--- config.mk ---
export PLATFORM = sky130hd
export DESIGN_NAME = flic_top
export DESIGN_NICKNAME = d
export VERILOG_FILES = /design/src/design/flic_pkg.sv /design/src/design/flic_level_pick.sv /design/src/design/flic_top.sv
export SDC_FILE = /design/constraint.sdc
export NUM_CORES = 1
export LEC_CHECK = 0
export BUFFER_PORTS_ARGS = -buffer_cell sky130_fd_sc_hd__buf_2
export CAP_MARGIN = 0
export CORE_MARGIN = 10
export CORE_UTILIZATION = 50
export CTS_CLUSTER_SIZE = 10
export DETAILED_ROUTE_END_ITERATION = 8
export PLACE_DENSITY = 0.79
export SKIP_LAST_GASP = 1
export SYNTH_ARGS = -nofsm -noshare
export SYNTH_HDL_FRONTEND = slang
export SYNTH_HIERARCHICAL = 1
export SYNTH_SLANG_ARGS = --single-unit
--- constraint.sdc ---
create_clock -name clk_i -period 3.43 [get_ports clk_i]
set_clock_uncertainty 0.15 [all_clocks]
set_input_delay 0.1715 -clock clk_i [delete_from_list [all_inputs] [get_ports clk_i]]
set_output_delay 0.1715 -clock clk_i [all_outputs]
set_load 0.005 [all_outputs]
--- src/design/flic_pkg.sv ---
package flic_pkg;
    // =====================================================================
    // Sources, in polling order (index 0 wins a tie within a level).
    localparam int NSRC = 10;
    localparam int SRC_EXT0   = 0;
    localparam int SRC_TMR0   = 1;
    localparam int SRC_EXT1   = 2;
    localparam int SRC_TMR1   = 3;
    localparam int SRC_CAPT   = 4;
    localparam int SRC_SER    = 5;
    localparam int SRC_TMR2   = 6;
    localparam int SRC_CAN    = 7;
    localparam int SRC_CONV   = 8;
    localparam int SRC_CANTMR = 9;

    // =====================================================================
    // Vector addresses, indexed by polling position.
    localparam logic [15:0] VEC_EXT0   = 16'h0003;
    localparam logic [15:0] VEC_TMR0   = 16'h000B;
    localparam logic [15:0] VEC_EXT1   = 16'h0013;
    localparam logic [15:0] VEC_TMR1   = 16'h001B;
    localparam logic [15:0] VEC_CAPT   = 16'h0033;
    localparam logic [15:0] VEC_SER    = 16'h0023;
    localparam logic [15:0] VEC_TMR2   = 16'h002B;
    localparam logic [15:0] VEC_CAN    = 16'h003B;
    localparam logic [15:0] VEC_CONV   = 16'h0043;
    localparam logic [15:0] VEC_CANTMR = 16'h004B;

    // =====================================================================
    // Register byte addresses on the Wishbone bus.
    localparam logic [7:0] ADR_ENABLE_FIRST  = 8'hA8;
    localparam logic [7:0] ADR_ENABLE_SECOND = 8'hE8;
    localparam logic [7:0] ADR_PRIO_LOW      = 8'hB8;
    localparam logic [7:0] ADR_PRIO_HIGH     = 8'hB4;
    localparam logic [7:0] ADR_STATUS        = 8'hC0;
    localparam logic [7:0] ADR_MASK          = 8'hC4;
    localparam logic [7:0] ADR_ACTIVE        = 8'hC8;

    // =====================================================================
    // Field positions and reset values.
    localparam int GLOBAL_EN_BIT = 7;
    localparam logic [7:0] ENABLE_FIRST_RST  = 8'h00;
    localparam logic [2:0] ENABLE_SECOND_RST = 3'h0;
    localparam logic [9:0] PRIO_RST          = 10'h000;
    localparam logic [1:0] STAT_RST          = 2'h0;
    localparam int STAT_TAKEN_BIT = 0;
    localparam int STAT_RETURN_BIT = 1;
endpackage : flic_pkg

--- src/design/flic_level_pick.sv ---
`timescale 1ns/100ps
// =========================================================================
// Picks the lowest-index request among those at one priority level.
module flic_level_pick
    import flic_pkg::*;
(
    input  wire logic [NSRC-1:0] req_i,
    input  wire logic [1:0]      lvl_i [NSRC],
    input  wire logic [1:0]      want_i,
    output logic                 hit_o,
    output logic [3:0]           idx_o
);
    // Scan from the back so the earliest polling slot wins.
    always_comb begin
        hit_o = 1'b0;
        idx_o = 4'h0;
        for (int i = NSRC - 1; i >= 0; i--) begin
            if (req_i[i] && lvl_i[i] == want_i) begin
                hit_o = 1'b1;
                idx_o = 4'(i);
            end
        end
    end
endmodule : flic_level_pick

--- src/design/flic_top.sv ---
`timescale 1ns/100ps
module flic_top
    import flic_pkg::*;
(
    input  wire logic        clk_i,
    input  wire logic        rst_i,
    input  wire logic        wb_cyc_i,
    input  wire logic        wb_stb_i,
    input  wire logic        wb_we_i,
    input  wire logic [7:0]  wb_adr_i,
    input  wire logic [3:0]  wb_sel_i,
    input  wire logic [31:0] wb_dat_i,
    output logic      [31:0] wb_dat_o,
    output logic             wb_ack_o,
    input  wire logic        ext_request_pin0_i,
    input  wire logic        ext_request_pin1_i,
    input  wire logic        timer0_overflow_flag_i,
    input  wire logic        timer1_overflow_flag_i,
    input  wire logic        timer2_overflow_flag_i,
    input  wire logic        serial_receive_flag_i,
    input  wire logic        serial_transmit_flag_i,
    input  wire logic        capture_counter_overflow_flag_i,
    input  wire logic [1:0]  capture_module_flag_i,
    input  wire logic        can_transmit_done_i,
    input  wire logic        can_receive_done_i,
    input  wire logic        can_error_i,
    input  wire logic        can_buffer_overrun_i,
    input  wire logic        converter_request_i,
    input  wire logic        can_timer_overflow_i,
    input  wire logic        irq_taken_i,
    input  wire logic        irq_return_i,
    output logic             irq_req_o,
    output logic      [15:0] irq_vector_o,
    output logic             irq_o
);
    // =====================================================================
    // State.
    typedef struct packed {
        logic [7:0]  en_first;
        logic [2:0]  en_second;
        logic [9:0]  prio_low;
        logic [9:0]  prio_high;
        logic [3:0]  active;
        logic [1:0]  stat;
        logic [1:0]  mask;
        logic [1:0]  ext0_sync;
        logic [1:0]  ext1_sync;
        logic        req;
        logic [15:0] vector;
        logic [3:0]  vec_idx;
        logic [1:0]  vec_lvl;
        logic        ack;
        logic [31:0] rdata;
    } flic_state_t;

    flic_state_t st;
    flic_state_t next_st;

    logic [NSRC-1:0] raw_req;
    logic [NSRC-1:0] en_vec;
    logic [NSRC-1:0] live;
    logic [1:0]      lvl [NSRC];
    logic [3:0]      hit;
    logic [3:0]      pick [4];
    logic            win_ok;
    logic [3:0]      win_idx;
    logic [1:0]      win_lvl;
    logic [2:0]      cur_top;
    logic            in_service;
    logic            bus_req;
    logic [7:0]      rd_byte;

    localparam logic [15:0] VEC_TAB [NSRC] = '{VEC_EXT0, VEC_TMR0,
        VEC_EXT1, VEC_TMR1, VEC_CAPT, VEC_SER, VEC_TMR2, VEC_CAN,
        VEC_CONV, VEC_CANTMR};

    // =====================================================================
    // Request gathering; external pins are low-active and synchronised.
    always_comb begin
        raw_req = '0;
        raw_req[SRC_EXT0]   = ~st.ext0_sync[1];
        raw_req[SRC_TMR0]   = timer0_overflow_flag_i;
        raw_req[SRC_EXT1]   = ~st.ext1_sync[1];
        raw_req[SRC_TMR1]   = timer1_overflow_flag_i;
        raw_req[SRC_CAPT]   = capture_counter_overflow_flag_i
                            | (|capture_module_flag_i);
        raw_req[SRC_SER]    = serial_receive_flag_i
                            | serial_transmit_flag_i;
        raw_req[SRC_TMR2]   = timer2_overflow_flag_i;
        raw_req[SRC_CAN]    = can_transmit_done_i | can_receive_done_i
                            | can_error_i | can_buffer_overrun_i;
        raw_req[SRC_CONV]   = converter_request_i;
        raw_req[SRC_CANTMR] = can_timer_overflow_i;
    end

    // Enable bits map onto polling positions; capture sits at bit 6.
    always_comb begin
        en_vec = '0;
        en_vec[SRC_EXT0]   = st.en_first[0];
        en_vec[SRC_TMR0]   = st.en_first[1];
        en_vec[SRC_EXT1]   = st.en_first[2];
        en_vec[SRC_TMR1]   = st.en_first[3];
        en_vec[SRC_SER]    = st.en_first[4];
        en_vec[SRC_TMR2]   = st.en_first[5];
        en_vec[SRC_CAPT]   = st.en_first[6];
        en_vec[SRC_CAN]    = st.en_second[0];
        en_vec[SRC_CONV]   = st.en_second[1];
        en_vec[SRC_CANTMR] = st.en_second[2];
        live = raw_req & en_vec
             & {NSRC{st.en_first[GLOBAL_EN_BIT]}};
    end

    // Priority level per source from its high and low bits.
    always_comb begin
        for (int i = 0; i < NSRC; i++) begin
            lvl[i] = {st.prio_high[i], st.prio_low[i]};
        end
    end

    // =====================================================================
    // One picker per level keeps the polling scan out of the main logic.
    genvar g;
    generate
        for (g = 0; g < 4; g++) begin : g_lvl
            flic_level_pick u_pick (
                .req_i  (live),
                .lvl_i  (lvl),
                .want_i (2'(g)),
                .hit_o  (hit[g]),
                .idx_o  (pick[g])
            );
        end
    endgenerate

    // Highest populated level wins; the in-service stack gates it.
    always_comb begin
        win_ok  = 1'b0;
        win_idx = 4'h0;
        win_lvl = 2'h0;
        for (int l = 0; l < 4; l++) begin
            if (hit[l]) begin
                win_ok  = 1'b1;
                win_idx = pick[l];
                win_lvl = 2'(l);
            end
        end
        cur_top = 3'h0;
        for (int l = 0; l < 4; l++) begin
            if (st.active[l]) begin
                cur_top = 3'(l + 1);
            end
        end
        in_service = |st.active;
        if (in_service && {1'b0, win_lvl} < cur_top) begin
            win_ok = 1'b0;
        end
    end

    // =====================================================================
    // Wishbone read mux; unmapped addresses read zero and still ack.
    assign bus_req = wb_cyc_i & wb_stb_i & ~st.ack;

    always_comb begin
        rd_byte = 8'h00;
        if (wb_adr_i == ADR_ENABLE_FIRST) begin
            rd_byte = st.en_first;
        end else if (wb_adr_i == ADR_ENABLE_SECOND) begin
            rd_byte = {5'h00, st.en_second};
        end else if (wb_adr_i == ADR_PRIO_LOW) begin
            rd_byte = st.prio_low[7:0];
        end else if (wb_adr_i == ADR_PRIO_HIGH) begin
            rd_byte = st.prio_high[7:0];
        end else if (wb_adr_i == ADR_STATUS) begin
            rd_byte = {6'h00, st.stat};
        end else if (wb_adr_i == ADR_MASK) begin
            rd_byte = {6'h00, st.mask};
        end else if (wb_adr_i == ADR_ACTIVE) begin
            rd_byte = {2'h0, st.prio_high[9:8], st.active};
        end
    end

    // =====================================================================
    // Next state.
    always_comb begin
        next_st = st;
        next_st.ext0_sync = {st.ext0_sync[0], ext_request_pin0_i};
        next_st.ext1_sync = {st.ext1_sync[0], ext_request_pin1_i};
        next_st.ack   = bus_req;
        next_st.rdata = bus_req ? {24'h000000, rd_byte} : 32'h00000000;

        // Register writes through byte lane 0.
        if (bus_req && wb_we_i && wb_sel_i[0]) begin
            if (wb_adr_i == ADR_ENABLE_FIRST) begin
                next_st.en_first = wb_dat_i[7:0];
            end else if (wb_adr_i == ADR_ENABLE_SECOND) begin
                next_st.en_second = wb_dat_i[2:0];
            end else if (wb_adr_i == ADR_PRIO_LOW) begin
                next_st.prio_low[7:0] = wb_dat_i[7:0];
            end else if (wb_adr_i == ADR_PRIO_HIGH) begin
                next_st.prio_high[7:0] = wb_dat_i[7:0];
            end else if (wb_adr_i == ADR_STATUS) begin
                next_st.stat = st.stat & ~wb_dat_i[1:0];
            end else if (wb_adr_i == ADR_MASK) begin
                next_st.mask = wb_dat_i[1:0];
            end else if (wb_adr_i == ADR_ACTIVE) begin
                next_st.prio_low[9:8]  = wb_dat_i[1:0];
                next_st.prio_high[9:8] = wb_dat_i[5:4];
            end
        end

        // Vector is registered; request follows the live winner.
        next_st.req = win_ok;
        if (win_ok) begin
            next_st.vector  = VEC_TAB[win_idx];
            next_st.vec_idx = win_idx;
            next_st.vec_lvl = win_lvl;
        end

        // Return pops the top level; a take pushes the offered level.
        if (irq_return_i && in_service) begin
            next_st.active[cur_top[1:0] - 2'h1] = 1'b0;
        end
        if (irq_taken_i && st.req) begin
            next_st.active[st.vec_lvl] = 1'b1;
            next_st.req = 1'b0;
        end

        // Event status; a new event wins over a same-cycle clear.
        if (irq_taken_i && st.req) begin
            next_st.stat[STAT_TAKEN_BIT] = 1'b1;
        end
        if (irq_return_i && in_service) begin
            next_st.stat[STAT_RETURN_BIT] = 1'b1;
        end

        if (rst_i) begin
            next_st = '0;
            next_st.en_first  = ENABLE_FIRST_RST;
            next_st.en_second = ENABLE_SECOND_RST;
            next_st.prio_low  = PRIO_RST;
            next_st.prio_high = PRIO_RST;
            next_st.stat      = STAT_RST;
            next_st.ext0_sync = 2'h3;
            next_st.ext1_sync = 2'h3;
        end
    end

    always_ff @(posedge clk_i) begin
        st <= next_st;
    end

    // =====================================================================
    // Outputs.
    assign wb_ack_o     = st.ack;
    assign wb_dat_o     = st.rdata;
    assign irq_req_o    = st.req;
    assign irq_vector_o = st.vector;
    assign irq_o        = |(st.stat & st.mask);

    // =====================================================================
    // Checks.
    AST_GLOBAL_OFF: assert property (
        @(posedge clk_i) disable iff (rst_i)
        !st.en_first[GLOBAL_EN_BIT] |=> !irq_req_o)
        else $error("Request raised with global enable clear.");
    // The request is registered, so its enable is judged where it was won.
    AST_ENABLE_GATE: assert property (
        @(posedge clk_i) disable iff (rst_i)
        irq_req_o |-> $past(en_vec[win_idx]))
        else $error("Disabled source forwarded.");
    AST_NO_PREEMPT_TOP: assert property (
        @(posedge clk_i) disable iff (rst_i)
        (st.active[3] && !irq_return_i) |=> !irq_req_o)
        else $error("Level 3 service preempted.");
    AST_STRICT_HIGHER: assert property (
        @(posedge clk_i) disable iff (rst_i)
        irq_req_o && $past(in_service) |->
        {1'b0, st.vec_lvl} >= $past(cur_top))
        else $error("Preemption by equal or lower level.");
    AST_HIGHEST_LEVEL: assert property (
        @(posedge clk_i) disable iff (rst_i)
        irq_req_o |-> ($past(hit) >> (st.vec_lvl + 3'd1)) == 4'h0)
        else $error("Higher pending level skipped.");
    AST_VECTOR_MAP: assert property (
        @(posedge clk_i) disable iff (rst_i)
        irq_req_o |-> irq_vector_o == VEC_TAB[st.vec_idx])
        else $error("Vector does not match source.");
    AST_PUSH_LEVEL: assert property (
        @(posedge clk_i) disable iff (rst_i)
        irq_taken_i && irq_req_o |=> st.active[$past(st.vec_lvl)])
        else $error("Taken level not marked in service.");
    // Judged one edge after a reset edge, so no history is needed.
    AST_RESET_ENABLE: assert property (
        @(posedge clk_i)
        rst_i |=> st.en_first == 8'h00)
        else $error("First enable register not cleared by reset.");
    AST_CAN_OR: assert property (
        @(posedge clk_i) disable iff (rst_i)
        raw_req[SRC_CAN] == (can_error_i | can_buffer_overrun_i
        | can_transmit_done_i | can_receive_done_i))
        else $error("CAN request not the OR of its flags.");
endmodule : flic_top

==> flow_metrics.py <==
metrics = {
    "logic_synthesis": {
        "synthAdderAreaFrac": 0.00259,
        "synthCells": 589,
        "synth_area_um2": 4840,
        "synthDistinctLibCells": 62,
        "async_flop_share": 0,
        "yosysTopAreaCell": "dfxtp_1",
        "synth_top_area_frac": 0.248,
        "yosysSeqAreaShare": 0.248,
        "synth-seq-cells": 60,
        "avgSynthCellArea_um2": 8.21,
        "synth_xor_xnor_area_share": 0.147,
        "ys.flop_type": "dfxtp_1",
        "synth-compound-area-share": 0.146,
        "synth.area.mux_share": 0.0540,
        "synth_top_family_by_area": "simple AND/OR/NAND/NOR gates",
        "synth_area_leaders": "dfxtp_1, xnor2_1, buf_4",
        "synthSimpleGateAreaFrac": 0.277,
        "yosysWarnings": 6,
        "synth_edf_count": 0,
    },
    "critical_path": {
        "crit_start": "st[98]",
        "worstSetupPathType": "register to register",
        "r2r_start": "st[98]",
        "crit_fanout": 12,
        "endpoint": "irq_vector_o[3]",
        "reg2reg_slack_ns": 0.18,
        "worstPathRequired_ns": 3.55,
        "start_kind": "register",
        "worstPathArrival_ns": 3.37,
        "rr_worst_depth": 10,
        "end_kind": "register",
        "worst_r2r_endpoint": "irq_vector_o[3]",
    },
    "floorplan": {
        "coreArea_um2": 9330,
        "num_rows": 35,
        "die_h_um": 118,
        "die-area_um2": 14000,
        "start_util": 0.519,
        "io_pins": 118,
        "die_x_um": 118,
    },
    "global_route": {
        "antenna_found_initial": 1,
        "grt_pass1_wl_um": 22000,
        "grt_max_degree": 54,
        "grt_util_all_layers": 0.188,
        "grt_pass1_vias": 4421,
        "overflow": 0,
    },
    "clock_tree": {
        "h-tree-depth": 3,
        "clk_pin_slew_worst_paths_ns": 0.07,
        "clock_sinks": 60,
        "clk_latency_ns": 0.35,
        "cts_tree": "built",
        "cts_buffers": 9,
        "ctsRootBufferMaster": "clkbuf_8",
        "cts_buffer_depth": 2,
        "post_cts_buffers": 0,
    },
    "power_and_ir_drop": {
        "power.switching_mw": 0.378,
        "p_int_mw": 1.18,
        "vdd.ir_drop.worst_v": 0.000306,
        "clkPwrFrac": 0.437,
        "netSwitchingFraction": 0.244,
        "cellLeakagePower_nw": 2.11,
        "power.density_nw_per_um2": 297,
        "seqPwrFrac": 0.451,
        "comb_power_share": 0.112,
    },
    "sta": {
        "worst_slack_ns": 0.181,
        "hold_viol_final": 0,
        "setup_viol": 0,
        "relSlewSlack": 0.457,
        "final_max_slew_viol_count": 0,
        "rsz0062_at_grt": "false",
        "tns_ns": 0,
        "fmax_mhz": 308,
        "period_share": 0.947,
        "finalCriticalPeriod_ns": 3.25,
        "tightest_slew_ns": 0.810,
    },
    "placement": {
        "place_inst": 744,
        "dp_hpwl_um": 10200,
        "pre_cts_ws_ns": 0.261,
        "gp_congestion": 0.975,
        "place.port_buffers": 56,
    },
    "layout": {
        "layout.nets": 704,
        "layout-drive-gt1-share": 0.208,
        "nFillCells": 826,
        "area_growth_pct": 8.25,
        "fin_cells": 769,
    },
    "routing": {
        "ant_nets": 0,
        "drt_first_iter_violations": 370,
        "drc": 0,
        "routed_via_density": 5.75,
        "wl_per_cell_um": 17.8,
        "drt_wl_total_um": 13700,
        "via_count": 4421,
        "drt_pass1_iterations": 5,
    },
    "hold_path": {
        "worst_hold_path_type": "input pin to register",
    },
    "status": {
        "status": "completed",
    },
    "flow_run": {
        "cap_violations": 0,
    },
}
## cell usage after synthesis (2+ instances only)
library cell   n
or3_1          3
xnor2_1       81
nor2_1        52
inv_1         12
a211oi_1       5
nor2b_1        9
a22oi_1        6
nand3_2       25
a21oi_1       32
nand2b_1       6
nor3_1         2
a211o_1        2
buf_6         10
buf_2          5
or2_2          5
nor4_1         3
a22o_1         3
nor3_2         5
clkbuf_1      11
mux2i_1       25
o211ai_1       5
nand4_2        5
nand2_2        5
o22ai_1        2
o21a_1         2
nand3_1       35
and3_1         5
nand2_1       47
o21ai_0       15
nor3b_1        2
nor4b_1        2
a32oi_1        2
conb_1         2
a31oi_1       15
a2bb2oi_1      3
nand3b_1       3
a21boi_2       4
dfxtp_1       60
buf_4         50
## flip-flops by register name (all words and copies together) (netlist names)
| register | count |
|---|---|
| st | 15 |
| lvl | 20 |
| irq_vector_o | 5 |
| en_vec | 10 |
| wb_ack_o | 1 |
| irq_req_o | 1 |
| wb_dat_o | 8 |
## power by group through the flow
stage                     Clock (mW)  Combinational [mW]  Sequential, mW
after floorplan                    0               0.151           0.716
after global placement             0               0.149           0.716
after detailed placement           0               0.153           0.716
after CTS                      0.676               0.163           0.701
after global routing           0.708               0.189           0.701
final                          0.678               0.174           0.701
## through the flow
step / power (mW) / hold slack, ns / util / area, um2
3_3_place_gp: 0.865 / 0.207 / 0.528 / 4920
5_1_grt: 1.60 / 0.0155 / 0.562 / 5240
3_5_place_dp: 0.870 / 0.207 / 0.528 / 4920
2_1_floorplan: 0.867 / 0.125 / - / 4990
6_report: 1.55 / 0.0113 / 0.562 / 5240
4_1_cts: 1.54 / 0.00828 / 0.561 / 5230
## critical path: stages, from the launching register on
cell      delay, ns
dfxtp_1        0.46
and3_1         0.36
nand3_2        0.15
nand4_2        0.12
nor3_2         0.15
nand3_1        0.33
nand3b_1       0.30
a31oi_1        0.24
a21boi_0       0.31
mux2_2         0.37
a211oi_1       0.21
## worst min-delay path by stage
stage               slack [ns]                from  depth (start not counted)   endpoint
finish                    0.01         wb_dat_i[0]                          3  en_vec[7]
global route              0.02         wb_dat_i[0]                          3  en_vec[7]
CTS                      0.008         wb_dat_i[0]                          3  en_vec[7]
detailed placement        0.21  ext_request_pin1_i                          2     st[56]
global placement          0.21  ext_request_pin1_i                          2     st[56]
floorplan                 0.13  ext_request_pin1_i                          1     st[56]
## cell type report
class                   count  area [um2]  share of cell area
well taps                 129         161              0.0308
inverters                  12        45.0             0.00860
clock buffers              13         179              0.0342
repair buffers             72         425              0.0812
diodes                      1        2.50            0.000478
clock inverters             1        30.0             0.00573
flip-flops and latches     60        1200               0.229
multi-input cells         481        3190               0.610
## cells in the final DEF (no fill, tap or decap), types with 3 or more instances in the layout
cell type,n
and3_1,5
nand3_1,35
xnor2_1,81
a22oi_1,6
nand3_2,25
nand2_2,5
o21ai_0,15
or2_2,5
nor2_1,52
dlygate4sd3_1,10
buf_4,6
a2bb2oi_1,3
a21oi_1,32
a31oi_1,15
nor2b_1,9
a21boi_2,4
clkbuf_8,13
dfxtp_1,60
or3_1,3
nand2_1,47
inv_1,12
o211ai_1,5
buf_2,56
nand4_2,5
conb_1,42
nand3b_1,3
a22o_1,3
mux2i_1,25
nor3_2,5
nor4_1,3
a211oi_1,4
nand2b_1,6
## repair_timing
item,in CTS,in global routing
resized for setup,0,1
hold buffers,10,0
hold endpoints to repair,24,0
endpoints found under the setup margin,0,2
## metal layers
layer	track usage	vias up	part of all wire	routed length, um
met5	0	-	0	0
met4	0.116	0	0.053	722
met3	0.0471	66	0.073	1010
met2	0.320	230	0.48	6620
met1	0.207	2076	0.39	5350
li1	-	2049	-	-
## cells by family (layout without fill, tap and decap cells)
family | count (synthesis) | count (layout)
DFF | 60 | 60
muxes | 26 | 26
adders and majority gates | 1 | 1
buffers and inverters | 88 | 98
other | 2 | 43
and+or+nand+nor | 224 | 224
AOI/OAI and AO/OA | 107 | 107
xor gates and xnor gates | 81 | 81
No activity file was read; power rests on OpenSTA's default activity.
